## config.mk

```make
export PLATFORM = sky130hd
export DESIGN_NAME = scc_top
export DESIGN_NICKNAME = d
export VERILOG_FILES = /design/src/hdl/scc_pkg.sv /design/src/hdl/scc_top.sv
export VERILOG_INCLUDE_DIRS = /design/src /design/src/hdl
export SDC_FILE = /design/constraint.sdc
export NUM_CORES = 1
export LEC_CHECK = 0
export BUFFER_PORTS_ARGS = -buffer_cell sky130_fd_sc_hd__buf_2
export CAP_MARGIN = 25
export CORE_MARGIN = 5
export CORE_UTILIZATION = 65
export CTS_CLUSTER_DIAMETER = 60
export CTS_CLUSTER_SIZE = 14
export DETAILED_ROUTE_END_ITERATION = 7
export PLACE_DENSITY_LB_ADDON = 0.2
export RECOVER_POWER = 25
export SLEW_MARGIN = 20
export SYNTH_ARGS = -nofsm -noshare
export SYNTH_HDL_FRONTEND = slang
export SYNTH_SLANG_ARGS = --single-unit
```

## constraint.sdc

```tcl
create_clock -name clk_i -period 5.9 [get_ports clk_i]
set_input_delay 1.18 -clock clk_i [delete_from_list [all_inputs] [get_ports clk_i]]
set_output_delay 1.18 -clock clk_i [all_outputs]
set_load 0.1 [all_outputs]
```

## src/hdl/scc_defines.svh

```systemverilog
// Constants for the serial status report and calibration command block.
// How it works
// UART 9600 baud, 8N1, both directions.
// New status report starts every 2 seconds.
// Report order: concentration, range, span, alarms.
// Each item ends with CR then LF.
// Autospan and autozero commands start calibration immediately.
// Pause toggle command inverts periodic reporting.
// Controller checks contact open, holds zero request.
// Controller drops zero request when contact closes.
// Controller then runs span request the same way.
// Contact reopens only when calibration finished.
// Contact open means analysing and sampling requests.
// Requests during calibration ignored, not stored.
// Request still held at finish repeats calibration.
// Contact closed throughout zero and span calibration.
// Unknown commands are discarded without state change.
// Serial calibration commands ignored while calibrating.
`ifndef SCC_DEFINES_SVH
`define SCC_DEFINES_SVH
`define SCC_CLK_HZ        25000000
`define SCC_BAUD          9600
`define SCC_BIT_CYCLES    (`SCC_CLK_HZ / `SCC_BAUD)
`define SCC_REPORT_SEC    2
`define SCC_REPORT_CYCLES (`SCC_REPORT_SEC * `SCC_CLK_HZ)
`define SCC_CH_CR         8'h0d
`define SCC_CH_LF         8'h0a
`define SCC_CH_SP         8'h20
`define SCC_CH_ZERO       8'h30
`define SCC_CH_DASH       8'h2d
`define SCC_CH_PCT        8'h25
`define SCC_CH_A          8'h61
`define SCC_CH_S          8'h73
`define SCC_CH_Z          8'h7a
`define SCC_CH_T          8'h74
`define SCC_TXT_PPM       24'h50504d
`define SCC_TXT_UPPER     24'h484920
`define SCC_TXT_MIDDLE    24'h4d4544
`define SCC_TXT_BOTTOM    24'h4c4f20
`define SCC_TXT_AL        24'h414c2d
`define SCC_TXT_DIS       64'h44495341424c4544
`define SCC_TXT_ON        16'h4f4e
`endif

```

## src/hdl/scc_pkg.sv

```systemverilog
// Types for the serial status report and calibration command block.
package scc_pkg;
	typedef struct packed {
		logic [23:0] conc_bcd;
		logic        conc_pct;
		logic [1:0]  range_sel;
		logic [23:0] span_bcd;
		logic [1:0]  alarm_off;
		logic [1:0]  alarm_trip;
	} scc_status_t;
	typedef enum logic [1:0] {CAL_OPEN = 2'b00, CAL_ZERO = 2'b01, CAL_SPAN = 2'b11} scc_cal_t;
	typedef enum logic [1:0] {GEN_IDLE = 2'b00, GEN_TEXT = 2'b01, GEN_CR = 2'b11, GEN_LF = 2'b10} scc_gen_t;
endpackage

```

## src/hdl/scc_top.sv

```systemverilog
// FIFO and top level of the serial status report and calibration command block.
`timescale 1ns/10ps
`default_nettype none
`include "scc_defines.svh"

module scc_fifo #(parameter int W = 8, parameter int D = 8) (
	// Clock and reset
	input  wire logic         clk_i,
	input  wire logic         reset_i,
	// Fill side
	input  wire logic         in_valid_i,
	input  wire logic [W-1:0] in_data_i,
	output logic              in_ready_o,
	// Drain side
	output logic              out_valid_o,
	output logic [W-1:0]      out_data_o,
	input  wire logic         out_ready_i
);
	localparam int AW = $clog2(D);
	logic [W-1:0] mem [D];
	logic [AW-1:0] wr_ff, rd_ff;
	logic [AW:0]   cnt_ff;
	logic          push, pop;
	assign in_ready_o  = (cnt_ff != (AW+1)'(D));
	assign out_valid_o = (cnt_ff != '0);
	assign out_data_o  = mem[rd_ff];
	assign push = in_valid_i & in_ready_o;
	assign pop  = out_valid_o & out_ready_i;
	always_ff @(posedge clk_i) begin
		if (push) begin
			mem[wr_ff] <= in_data_i;
		end
	end
	always_ff @(posedge clk_i) begin
		if (reset_i) begin
			wr_ff  <= '0;
			rd_ff  <= '0;
			cnt_ff <= '0;
		end else begin
			if (push) begin
				wr_ff <= (wr_ff == AW'(D-1)) ? '0 : wr_ff + 1'b1;
			end
			if (pop) begin
				rd_ff <= (rd_ff == AW'(D-1)) ? '0 : rd_ff + 1'b1;
			end
			cnt_ff <= cnt_ff + (AW+1)'(push) - (AW+1)'(pop);
		end
	end
endmodule // scc_fifo

module scc_top import scc_pkg::*; #(
	parameter int REPORT_CYCLES = `SCC_REPORT_CYCLES,
	parameter int BIT_CYCLES    = `SCC_BIT_CYCLES,
	parameter int FIFO_DEPTH    = 8
) (
	// Clock and reset
	input  wire logic        clk_i,
	input  wire logic        reset_i,
	// Serial link
	input  wire logic        rxd_i,
	output logic             txd_o,
	// Measurement status for the report, and report enable
	input  wire scc_status_t status_i,
	output logic             report_on_o,
	// Remote calibration pins
	input  wire logic        remote_zero_i,
	input  wire logic        remote_span_i,
	output logic             cal_contact_o,
	// Calibration engine
	output logic             cal_zero_o,
	output logic             cal_span_o,
	input  wire logic        cal_done_i
);
	logic [2:0] rx_sync_ff, zero_sync_ff, span_sync_ff;
	logic       rx_busy_ff, rx_strobe_ff;
	logic [15:0] rx_cnt_ff;
	logic [3:0]  rx_bit_ff;
	logic [7:0]  rx_sh_ff;
	logic [15:0] last2_ff;
	logic [1:0]  nchar_ff;
	logic        cmd_zero_ff, cmd_span_ff;
	scc_cal_t    cal_ff;
	scc_gen_t    gen_ff;
	scc_status_t snap_ff;
	logic [31:0] period_ff;
	logic [2:0]  item_ff;
	logic [3:0]  pos_ff;
	logic [8:0]  tb;
	logic        f_valid, f_ready, q_valid, q_ready;
	logic [7:0]  f_data, q_data;
	logic [9:0]  tx_sh_ff;
	logic [3:0]  tx_left_ff;
	logic [15:0] tx_cnt_ff;

	// Text constants as named values so that single characters can be selected from them.
	localparam logic [23:0] TXT_PPM = `SCC_TXT_PPM;
	localparam logic [23:0] TXT_AL  = `SCC_TXT_AL;
	localparam logic [63:0] TXT_DIS = `SCC_TXT_DIS;
	localparam logic [15:0] TXT_ON  = `SCC_TXT_ON;

	function automatic logic [7:0] dig(input logic [23:0] v, input logic [3:0] k);
		return `SCC_CH_ZERO + {4'h0, v[(5 - int'(k)) * 4 +: 4]};
	endfunction

	// Returns {more, byte} for position pos of report item item.
	function automatic logic [8:0] text_byte(input logic [2:0] item, input logic [3:0] pos, input scc_status_t s);
		logic [8:0] r;
		logic [23:0] rng;
		r = '0;
		rng = (s.range_sel == 2'd2) ? `SCC_TXT_UPPER : (s.range_sel == 2'd1) ? `SCC_TXT_MIDDLE : `SCC_TXT_BOTTOM;
		case (item)
			3'd0: begin
				if (pos < 4'd6) r = {1'b1, dig(s.conc_bcd, pos)};
				else if (pos == 4'd6) r = {1'b1, `SCC_CH_SP};
				else if (s.conc_pct) r = (pos == 4'd7) ? {1'b1, `SCC_CH_PCT} : 9'h0;
				else if (pos < 4'd10) r = {1'b1, TXT_PPM[(9 - int'(pos)) * 8 +: 8]};
			end
			3'd1: begin
				if (pos < 4'd3 && rng[(2 - int'(pos)) * 8 +: 8] != `SCC_CH_SP) r = {1'b1, rng[(2 - int'(pos)) * 8 +: 8]};
			end
			3'd2: begin
				if (pos == 4'd0) r = {1'b1, `SCC_CH_ZERO};
				else if (pos == 4'd1) r = {1'b1, `SCC_CH_DASH};
				else if (pos < 4'd8) r = {1'b1, dig(s.span_bcd, pos - 4'd2)};
				else if (pos == 4'd8) r = {1'b1, `SCC_CH_SP};
				else if (s.conc_pct) r = (pos == 4'd9) ? {1'b1, `SCC_CH_PCT} : 9'h0;
				else if (pos < 4'd12) r = {1'b1, TXT_PPM[(11 - int'(pos)) * 8 +: 8]};
			end
			default: begin
				if ((item < 3'd5) ? s.alarm_off[item[0] ? 0 : 1] : s.alarm_trip[item[0] ? 0 : 1]) begin
					if (pos < 4'd3) r = {1'b1, TXT_AL[(2 - int'(pos)) * 8 +: 8]};
					else if (pos == 4'd3) r = {1'b1, `SCC_CH_ZERO + ((item == 3'd3 || item == 3'd5) ? 8'h01 : 8'h02)};
					else if (pos == 4'd4) r = {1'b1, `SCC_CH_SP};
					else if (item < 3'd5 && pos < 4'd13) r = {1'b1, TXT_DIS[(12 - int'(pos)) * 8 +: 8]};
					else if (item >= 3'd5 && pos < 4'd7) r = {1'b1, TXT_ON[(6 - int'(pos)) * 8 +: 8]};
				end
			end
		endcase
		return r;
	endfunction

	// Pin synchronisers; stage 0 is read only by stage 1.
	always_ff @(posedge clk_i) begin
		if (reset_i) begin
			rx_sync_ff   <= 3'h7;
			zero_sync_ff <= 3'h0;
			span_sync_ff <= 3'h0;
		end else begin
			rx_sync_ff   <= {rx_sync_ff[1:0], rxd_i};
			zero_sync_ff <= {zero_sync_ff[1:0], remote_zero_i};
			span_sync_ff <= {span_sync_ff[1:0], remote_span_i};
		end
	end

	// Receiver samples mid bit, 8 data, no parity, 1 stop.
	always_ff @(posedge clk_i) begin
		if (reset_i) begin
			rx_busy_ff   <= 1'b0;
			rx_strobe_ff <= 1'b0;
			rx_cnt_ff    <= '0;
			rx_bit_ff    <= '0;
			rx_sh_ff     <= '0;
		end else begin
			rx_strobe_ff <= 1'b0;
			if (!rx_busy_ff) begin
				if (!rx_sync_ff[1]) begin
					rx_busy_ff <= 1'b1;
					rx_cnt_ff  <= 16'(BIT_CYCLES / 2);
					rx_bit_ff  <= '0;
				end
			end else if (rx_cnt_ff != '0) begin
				rx_cnt_ff <= rx_cnt_ff - 1'b1;
			end else begin
				rx_cnt_ff <= 16'(BIT_CYCLES - 1);
				rx_bit_ff <= rx_bit_ff + 1'b1;
				if (rx_bit_ff == 4'd0 && rx_sync_ff[2]) begin
					rx_busy_ff <= 1'b0;
				end else if (rx_bit_ff < 4'd9) begin
					rx_sh_ff <= {rx_sync_ff[2], rx_sh_ff[7:1]};
				end else begin
					rx_busy_ff   <= 1'b0;
					rx_strobe_ff <= rx_sync_ff[2];
				end
			end
		end
	end

	// Command parser: two characters then Enter.
	always_ff @(posedge clk_i) begin
		if (reset_i) begin
			last2_ff    <= '0;
			nchar_ff    <= '0;
			cmd_zero_ff <= 1'b0;
			cmd_span_ff <= 1'b0;
			report_on_o <= 1'b1;
		end else begin
			cmd_zero_ff <= 1'b0;
			cmd_span_ff <= 1'b0;
			if (rx_strobe_ff) begin
				if (rx_sh_ff == `SCC_CH_CR) begin
					nchar_ff <= '0;
					if (nchar_ff == 2'd2) begin
						if (last2_ff == {`SCC_CH_A, `SCC_CH_S}) cmd_span_ff <= 1'b1;
						else if (last2_ff == {`SCC_CH_A, `SCC_CH_Z}) cmd_zero_ff <= 1'b1;
						else if (last2_ff == {`SCC_CH_S, `SCC_CH_T}) report_on_o <= !report_on_o;
					end
				end else if (rx_sh_ff != `SCC_CH_LF) begin
					last2_ff <= {last2_ff[7:0], rx_sh_ff};
					nchar_ff <= (nchar_ff == 2'd3) ? 2'd3 : nchar_ff + 1'b1;
				end
			end
		end
	end

	// Calibration sequencer and contact.
	always_ff @(posedge clk_i) begin
		if (reset_i) begin
			cal_ff        <= CAL_OPEN;
			cal_contact_o <= 1'b0;
			cal_zero_o    <= 1'b0;
			cal_span_o    <= 1'b0;
		end else begin
			case (cal_ff)
				CAL_OPEN: begin
					// Requests are only looked at here, so none is kept for later.
					if (zero_sync_ff[2] || cmd_zero_ff) begin
						cal_ff        <= CAL_ZERO;
						cal_contact_o <= 1'b1;
						cal_zero_o    <= 1'b1;
					end else if (span_sync_ff[2] || cmd_span_ff) begin
						cal_ff        <= CAL_SPAN;
						cal_contact_o <= 1'b1;
						cal_span_o    <= 1'b1;
					end
				end
				default: begin
					if (cal_done_i) begin
						// Opens for at least one cycle, then a held request runs again.
						cal_ff        <= CAL_OPEN;
						cal_contact_o <= 1'b0;
						cal_zero_o    <= 1'b0;
						cal_span_o    <= 1'b0;
					end
				end
			endcase
		end
	end

	// Two second report timer and text generator.
	assign tb      = text_byte(item_ff, pos_ff, snap_ff);
	assign f_valid = (gen_ff == GEN_CR) || (gen_ff == GEN_LF) || (gen_ff == GEN_TEXT && tb[8]);
	assign f_data  = (gen_ff == GEN_CR) ? `SCC_CH_CR : (gen_ff == GEN_LF) ? `SCC_CH_LF : tb[7:0];

	always_ff @(posedge clk_i) begin
		if (reset_i) begin
			period_ff <= '0;
			gen_ff    <= GEN_IDLE;
			item_ff   <= '0;
			pos_ff    <= '0;
			snap_ff   <= '0;
		end else begin
			period_ff <= (period_ff == 32'(REPORT_CYCLES - 1)) ? '0 : period_ff + 1'b1;
			case (gen_ff)
				GEN_IDLE: begin
					if (period_ff == '0 && report_on_o) begin
						gen_ff  <= GEN_TEXT;
						item_ff <= '0;
						pos_ff  <= '0;
						snap_ff <= status_i;
					end
				end
				GEN_TEXT: begin
					if (!tb[8]) begin
						if (pos_ff != '0) gen_ff <= GEN_CR;
						else if (item_ff == 3'd6) gen_ff <= GEN_IDLE;
						else item_ff <= item_ff + 1'b1;
					end else if (f_ready) begin
						pos_ff <= pos_ff + 1'b1;
					end
				end
				GEN_CR: begin
					if (f_ready) gen_ff <= GEN_LF;
				end
				default: begin
					if (f_ready) begin
						pos_ff <= '0;
						if (item_ff == 3'd6) gen_ff <= GEN_IDLE;
						else begin
							gen_ff  <= GEN_TEXT;
							item_ff <= item_ff + 1'b1;
						end
					end
				end
			endcase
		end
	end

	scc_fifo #(.W(8), .D(FIFO_DEPTH)) u_fifo (
		.clk_i       (clk_i),
		.reset_i     (reset_i),
		.in_valid_i  (f_valid),
		.in_data_i   (f_data),
		.in_ready_o  (f_ready),
		.out_valid_o (q_valid),
		.out_data_o  (q_data),
		.out_ready_i (q_ready)
	);

	// Transmitter, LSB first with start and stop bit.
	assign q_ready = (tx_left_ff == '0);
	always_ff @(posedge clk_i) begin
		if (reset_i) begin
			tx_sh_ff   <= '1;
			tx_left_ff <= '0;
			tx_cnt_ff  <= '0;
			txd_o      <= 1'b1;
		end else if (tx_left_ff == '0) begin
			txd_o <= 1'b1;
			if (q_valid) begin
				tx_sh_ff   <= {1'b1, q_data, 1'b0};
				tx_left_ff <= 4'd10;
				tx_cnt_ff  <= '0;
			end
		end else if (tx_cnt_ff == '0) begin
			txd_o      <= tx_sh_ff[0];
			tx_sh_ff   <= {1'b1, tx_sh_ff[9:1]};
			tx_cnt_ff  <= 16'(BIT_CYCLES - 1);
		end else begin
			tx_cnt_ff <= tx_cnt_ff - 1'b1;
			if (tx_cnt_ff == 16'd1) tx_left_ff <= tx_left_ff - 1'b1;
		end
	end
endmodule // scc_top
`default_nettype wire

```

==> run metrics, run 1 <==
status=finished, violations left; failing checks=capacitance limit, slew limit; post-synthesis sequential element count=259; crit path DAT=5.24 ns; # rows=50; CTS tree=done; DR iter-0 viols=792; initial antenna violation count=0; Tot GR Track Use=25.0%; total power=5.12 mW; RSZ-0062 raised after global routing=false; largest net degree at the start of global routing=87; CP cell instances=clkbuf_1, clkbuf_2, or3_1, mux2i_1; worst slew pin tran=2.93 ns; post-CTS setup repair buffer count=0; Slew headroom=-95.1%; Seq/Total Area, Yosys=45.9%; Fill cells=1421; Routed wire per std cell=16.5 um; post-route worst setup slack=1.05 ns; Worst Path Max Fanout=86; Overflow after GRT=0; clock sink count=259; Tcrit/Tclk final=82.3%; post-synth cell types=73; Starting Density=66.4%; fmax=206 MHz; synthesis-to-layout area growth=9.06%; Port Buffers=65; die area=22100 um2; post-cts sizing count=0; Worst Path Required=6.29 ns; Setup Crit Path Kind=input pin to flop; clock buffer depth=3; vias=10200; gpl congestion=0.942; slowest stage delay, CP=2.04 ns; root buf cell=clkbuf_16; WL final=27.8 mm; worst hold path type=flop to flop; setup violators final=0; Die H=149 um; minimum clock period=4.85 ns; CORE AREA=18800 um2; synthesized area=12500 um2; dpl ws=1.46 ns; WHS=0.417 ns; Post-Synthesis Cells=1385; Top FF cell, synth=dfxtp_1; clock latency on the worst-skew pair=0.52 ns; Avg Cell Area, Syn=9.03 um2; Worst setup SP type=input pin; Post-CTS Hold Fix Bufs=0; Crit. End Element=flop; number of global-route vias before repair=9662; nets=1527; first-pass GRT wire length=46.6 mm; fraction of layout cells with a size suffix above 1=10.1%; clock skew=0.0211 ns; diode count=0; Worst-path clk slew=0.07 ns; Vias/cell=6.06; die width=149 um; peak supply drop=0.216 mV; DR pass1 iterations=5; syn nets=1494; Slew Limit Fails=157; total CTS buffers=23; # DRC=0; dpl cells=1648; Post-synth EDFFs=56; Ys Warns=0; total power per unit cell area=375 nW/um2; Hold Vio Cnt, Final=0; FFs w/ async S/R, synth=0%; setup_tns=0 ns; Top Ports=66; H-tree levels=1; Antenna Nets Post-Route=0; Pleak=5.12 nW; MaxCap Viol Count=2; final non-filler cell total=1687; CP max stage cell=clkbuf_1; DPL Wire Length=19.2 mm
[cell type report]
cell class | count | area [um2] | share of cell area [%]
inverter | 51 | 191 | 1.40
sequential | 259 | 5750 | 42.1
clock inverter | 4 | 57.6 | 0.422
timing repair buffer | 75 | 383 | 2.81
clock buffer | 30 | 606 | 4.44
multi-input combinational | 1008 | 6330 | 46.4
tap | 260 | 325 | 2.38
[stage by stage]
| step | cell area [um2] | util [%] |
|---|---|---|
| after CTS | 13600 | 72.3 |
| after global routing | 13600 | 72.5 |
| after floorplan | 12500 | - |
| after detailed placement | 13000 | 68.8 |
| after global placement | 13000 | 68.8 |
| final | 13600 | 72.5 |
[worst max-delay path, delay by kind of cell]
kind	cells	cell delay, ns
muxes	1	0.08
and+or+nand+nor	1	0.32
buffers and inverters	2	3.62
[report_power, final]
| part | total (mW) | switching (mW) | leakage (nW) | internal (mW) |
|---|---|---|---|---|
| registers | 2.18 | 0.168 | 2.16 | 2.02 |
| logic | 1.55 | 0.952 | 2.63 | 0.599 |
| clock network | 1.38 | 0.618 | 0.320 | 0.764 |
| total | 5.12 | 1.74 | 5.12 | 3.38 |
[Yosys cell counts, drive strengths merged, types with 4 or more instances]
cell       n  share of area [%]
and2      10               0.50
or3       13               0.65
xor2      17                1.2
a21oi    136                5.4
nand2    210                6.3
a311oi    12               0.84
a21o       7               0.42
nor3      38                1.5
o21ai     59                2.4
or2        8               0.40
o21a       8               0.48
nand4b     4               0.28
nor2     142                4.3
a211oi    14               0.84
inv       50                1.5
nor3b      6               0.40
nand2b    10               0.50
ha        47                4.7
nor2b     18               0.90
clkbuf    59                1.8
nand3     32                1.3
mux2i     41                3.3
a21boi     5               0.30
a2111oi    4               0.43
nand4     10               0.50
nor4      21                1.2
xnor2     18                1.3
mux4      21                3.8
dfxtp    203                 32
or4        6               0.36
a221oi     9               0.77
o31ai      7               0.46
a31oi     11               0.55
o211ai    10               0.64
buf        8               0.27
and3       9               0.45
edfxtp    56                 13
[logic make-up after synthesis]
| group | Yosys count | share of synthesized area [%] |
|---|---|---|
| AOI/OAI and AO/OA | 311 | 15.6 |
| xor gates and xnor gates | 35 | 2.45 |
| adders and majority gates | 48 | 4.86 |
| buffers and inverters | 118 | 3.57 |
| DFF | 259 | 45.9 |
| muxes | 65 | 7.33 |
| and+or+nand+nor | 549 | 20.3 |
[flip-flops by register name, indices dropped and copies added (netlist names), 4 cells and up, named ones only]
name and cells:
rx_cnt_ff 16, tx_left_ff 4, last2_ff 16, rx_bit_ff 4, pos_ff 4, snap_ff 55
tx_cnt_ff 16, u_fifo.cnt_ff 4, u_fifo.mem 56, period_ff 32, rx_sh_ff 8, tx_sh_ff 9
[final timing paths]
path / end / startpoint / depth (start not counted) / slack, ns
worst min-delay path: rx_sync_ff[1] / rx_sync_ff[0] / 1 / 0.42
worst max-delay path: pos_ff[0] / reset_i / 4 / 1.05
worst max register to register: u_fifo.mem[2][3] / pos_ff[3] / 8 / 1.37
worst min register to register: rx_sync_ff[1] / rx_sync_ff[0] / 1 / 0.42
[cell usage in the layout, fill, tap and decap left out, types with 6 or more instances in the layout]
cell | Yosys | routed
nor2_1 | 142 | 142
a211oi_1 | 14 | 14
nor3_1 | 38 | 38
buf_2 | 3 | 63
nor2b_1 | 18 | 18
ha_1 | 47 | 47
a21oi_1 | 136 | 136
a31oi_1 | 11 | 11
nand2b_1 | 10 | 10
clkbuf_16 | 0 | 23
xnor2_1 | 18 | 18
mux4_2 | 21 | 21
o31ai_1 | 6 | 6
nand4_1 | 10 | 10
nor4_1 | 19 | 19
o211ai_1 | 9 | 9
clkbuf_1 | 59 | 10
or2_2 | 6 | 6
edfxtp_1 | 56 | 56
mux2i_1 | 41 | 41
a21o_1 | 7 | 7
and2_1 | 10 | 10
dfxtp_1 | 203 | 202
nand3_1 | 32 | 32
o21a_1 | 8 | 8
nand2_1 | 210 | 210
inv_1 | 50 | 50
xor2_1 | 17 | 17
or3_1 | 13 | 13
o21ai_0 | 56 | 56
a311oi_1 | 12 | 12
and3_1 | 9 | 9
a221oi_1 | 8 | 8
[routing by layer]
metal | vias up | track usage (%) | share of wire (%)
met5 | - | 0 | 0
met4 | 0 | 7.09 | 2.6
met3 | 60 | 3.37 | 5.5
met2 | 319 | 42.4 | 48
met1 | 4852 | 33.9 | 44
li1 | 4995 | - | -
No activity file was read; power rests on OpenSTA's default activity.
==> inputs of run 2 (changes only) <==
- ABC_AREA: unset -> 1
- CORE_UTILIZATION: 65 -> 62
- clock period: 5.9 -> 4.5 ns (I/O delays scaled with it)
==> run 2 against run 1 <==
Effect of this change:
- the flow still finishes with violations (capacitance limit, slew limit)
- sequential share of layout area down 1.4 points
- total power up 58%
- count of clock-buffer cells in the layout up 2
- clock skew down 0.0025 ns
- non-clock buffer count up 1
==> run metrics, run 2 <==
final non-filler cell total=2025 (+20%); Antenna Nets Post-Route=0 (unchanged); RSZ-0062 raised after global routing=false; CTS tree=done; Tcrit/Tclk final=78.7%; setup_tns=0 ns (unchanged); largest net degree at the start of global routing=65 (-25%); DR iter-0 viols=736 (-7.1%); Port Buffers=65 (unchanged); Die H=154 um (+3.7%); Worst Path Max Fanout=37 (-57%); synthesized area=12900 um2 (+3.2%); commonest cells in the synthesized netlist=nor2_1 (289), nand2_1 (264), dfxtp_1 (203); WL final=29.7 mm (+6.8%); post-cts sizing count=0 (unchanged); initial antenna violation count=0 (unchanged); H-tree levels=1 (unchanged); Tot GR Track Use=24.1% (-0.87 points); commonest non-fill, non-tap cells in the layout=nor2_1 (292), nand2_1 (265), dfxtp_1 (202); Worst-path clk slew=0.06 ns (about the same); Routed wire per std cell=14.7 um (-11%); post-CTS setup repair buffer count=0 (unchanged); diode count=0 (unchanged); fraction of layout cells with a size suffix above 1=8.38% (-1.7 points); status=finished, violations left; Setup Crit Path Kind=flop to flop; CORE AREA=20400 um2 (+8.1%); failing checks=capacitance limit, slew limit; setup violators final=0 (unchanged); fmax=282 MHz; vias=11300 (+11%); number of global-route vias before repair=10600 (+9.3%); Crit. End Element=flop; Post-synth EDFFs=56 (unchanged); worst hold path type=flop to flop; post-synth cell types=57 (-22%); main area contributors after synthesis=dfxtp_1 (31%), edfxtp_1 (13%), nor2_1 (8.4%); post-route worst setup slack=0.959 ns (-0.0873 ns); CP max stage cell=inv_2; commonest non-fill, non-tap cell in the layout=nor2_1; post-synthesis sequential element count=259 (unchanged); # DRC=0 (unchanged); WHS=0.405 ns (-0.0126 ns); max reg flops=56 (unchanged); minimum clock period=3.54 ns; worst slew pin tran=2.04 ns (-0.884 ns); Vias/cell=5.58 (-7.9%); total power=8.10 mW (+58%); clock skew=0.0185 ns (-0.00254 ns); Slew Limit Fails=47 (-70%); total power per unit cell area=574 nW/um2 (+53%); Largest Register=u_fifo.mem; Seq/Total Area, Yosys=44.5% (-1.4 points); dpl ws=0.992 ns (-0.469 ns); Worst setup SP type=flop; peak supply drop=0.342 mV (+59%); Avg Cell Area, Syn=7.60 um2 (-16%); DPL Wire Length=21.0 mm (+9.3%); Top Ports=66 (unchanged); synthesis-to-layout area growth=9.38%; Worst Path Required=4.83 ns (-1.46 ns); Overflow after GRT=0 (unchanged); dpl cells=1989 (+21%); root buf cell=clkbuf_16; Post-Synthesis Cells=1699 (+23%); DR pass1 iterations=6 (+1); slowest stage delay, CP=0.48 ns (-1.56 ns); Pleak=5.94 nW (+16%); CP cell instances=buf_4, inv_2, ha_1, nand2_1, inv_1, nor2_4, nand2_1, nor2_1, o21ai_1, nor2_1, nand2_1, nand3_4, a21boi_4, ha_1, inv_1, fa_1, xor2_1, nor2_1; post-synth top area share=31.5% (-1.0 points); die width=154 um (+3.7%); MaxCap Viol Count=1 (-1); clock latency on the worst-skew pair=0.52 ns (about the same); Post-CTS Hold Fix Bufs=0 (unchanged); # rows=52 (+4.0%); Top FF cell, synth=dfxtp_1; Slew headroom=-36.1% (+59 points); die area=23800 um2 (+7.6%); Hold Vio Cnt, Final=0 (unchanged); syn nets=1808 (+21%); top-count cell post-synth=nor2_1; Starting Density=63.4% (-3.0 points); clock sink count=259 (unchanged); gpl congestion=0.931 (-1.2%); first-pass GRT wire length=49.3 mm (+6.0%); total CTS buffers=24 (+4.3%); FFs w/ async S/R, synth=0% (unchanged); WP buf/inv=4 (+2); Ys Warns=0 (unchanged); nets=1854 (+21%); crit path DAT=3.87 ns (-1.37 ns); area leader, netlist=dfxtp_1; Top Registers=u_fifo.mem x56, snap_ff x55, period_ff x32; CP top delay family=adder cells; clock buffer depth=3 (unchanged)
[run 2: cell types whose count changed after synthesis, moves of 13 or more]
cell	before	now
nor2b_1	18	0
mux2i_1	41	15
nand4_1	10	38
inv_1	50	179
a21oi_1	136	103
o21ai_0	56	170
clkbuf_1	59	41
mux4_2	21	0
nand2_1	210	264
or3_1	13	0
nand3_1	32	71
nor2_1	142	289
[run 2: cell type report]
| type | instances | area, um2 |
|---|---|---|
| multi-input combinational | 1195 | 6210 |
| sequential | 259 | 5750 |
| timing repair buffer | 76 | 399 |
| inverter | 189 | 709 |
| clock inverter | 4 | 37.5 |
| tap | 270 | 338 |
| fill | 1641 | 6240 |
| clock buffer | 32 | 683 |
[run 2: final timing paths]
path | from | end | slack (ns) | cells after the start
hold reg to reg | span_sync_ff[1] | span_sync_ff[2] | 0.40 | 2
setup / recovery | pos_ff[0] | u_fifo.cnt_ff[2] | 0.96 | 18
hold / removal | span_sync_ff[1] | span_sync_ff[2] | 0.40 | 2
setup reg to reg | pos_ff[0] | u_fifo.cnt_ff[2] | 0.96 | 18
[run 2: report_power, final]
group / internal [mW] / switching (mW)
registers: 2.90 / 0.298
clock network: 1.06 / 0.843
logic: 0.988 / 2.01
[run 2: logic make-up after synthesis]
family,count (synthesis),synth area share [%]
AND/OR/NAND/NOR,764,25.9
AO/OA/AOI/OAI,341,14.6
flip-flops,259,44.5
buffers and inverters,245,7.23
adder cells (fa/ha/maj),48,4.71
XOR/XNOR,27,1.83
multiplexers,15,1.16
[run 2: worst reg2reg max path, delay by kind of cell, from the launching register on]
family	cells	cell delay [ns]
simple gates	8	0.71
xor+xnor	1	0.14
buf+inv	4	0.88
compound gates	2	0.43
fa+ha+maj	3	0.91
flops	1	0.30
[run 2: routing by layer]
metal / track usage (%) / share of wire [%] / vias up
met5: 0 / 0 / -
li1: - / - / 5735
met2: 40.1 / 47 / 330
met1: 33.2 / 45 / 5183
met4: 7.36 / 2.4 / 0
met3: 2.93 / 5.1 / 55
[run 2: per-stage QoR]
step                area (um2)  util, %
global route             14100     69.3
detailed placement       13400     66.0
finish                   14100     69.3
floorplan                12900        -
global placement         13400     66.0
CTS                      14200     69.5
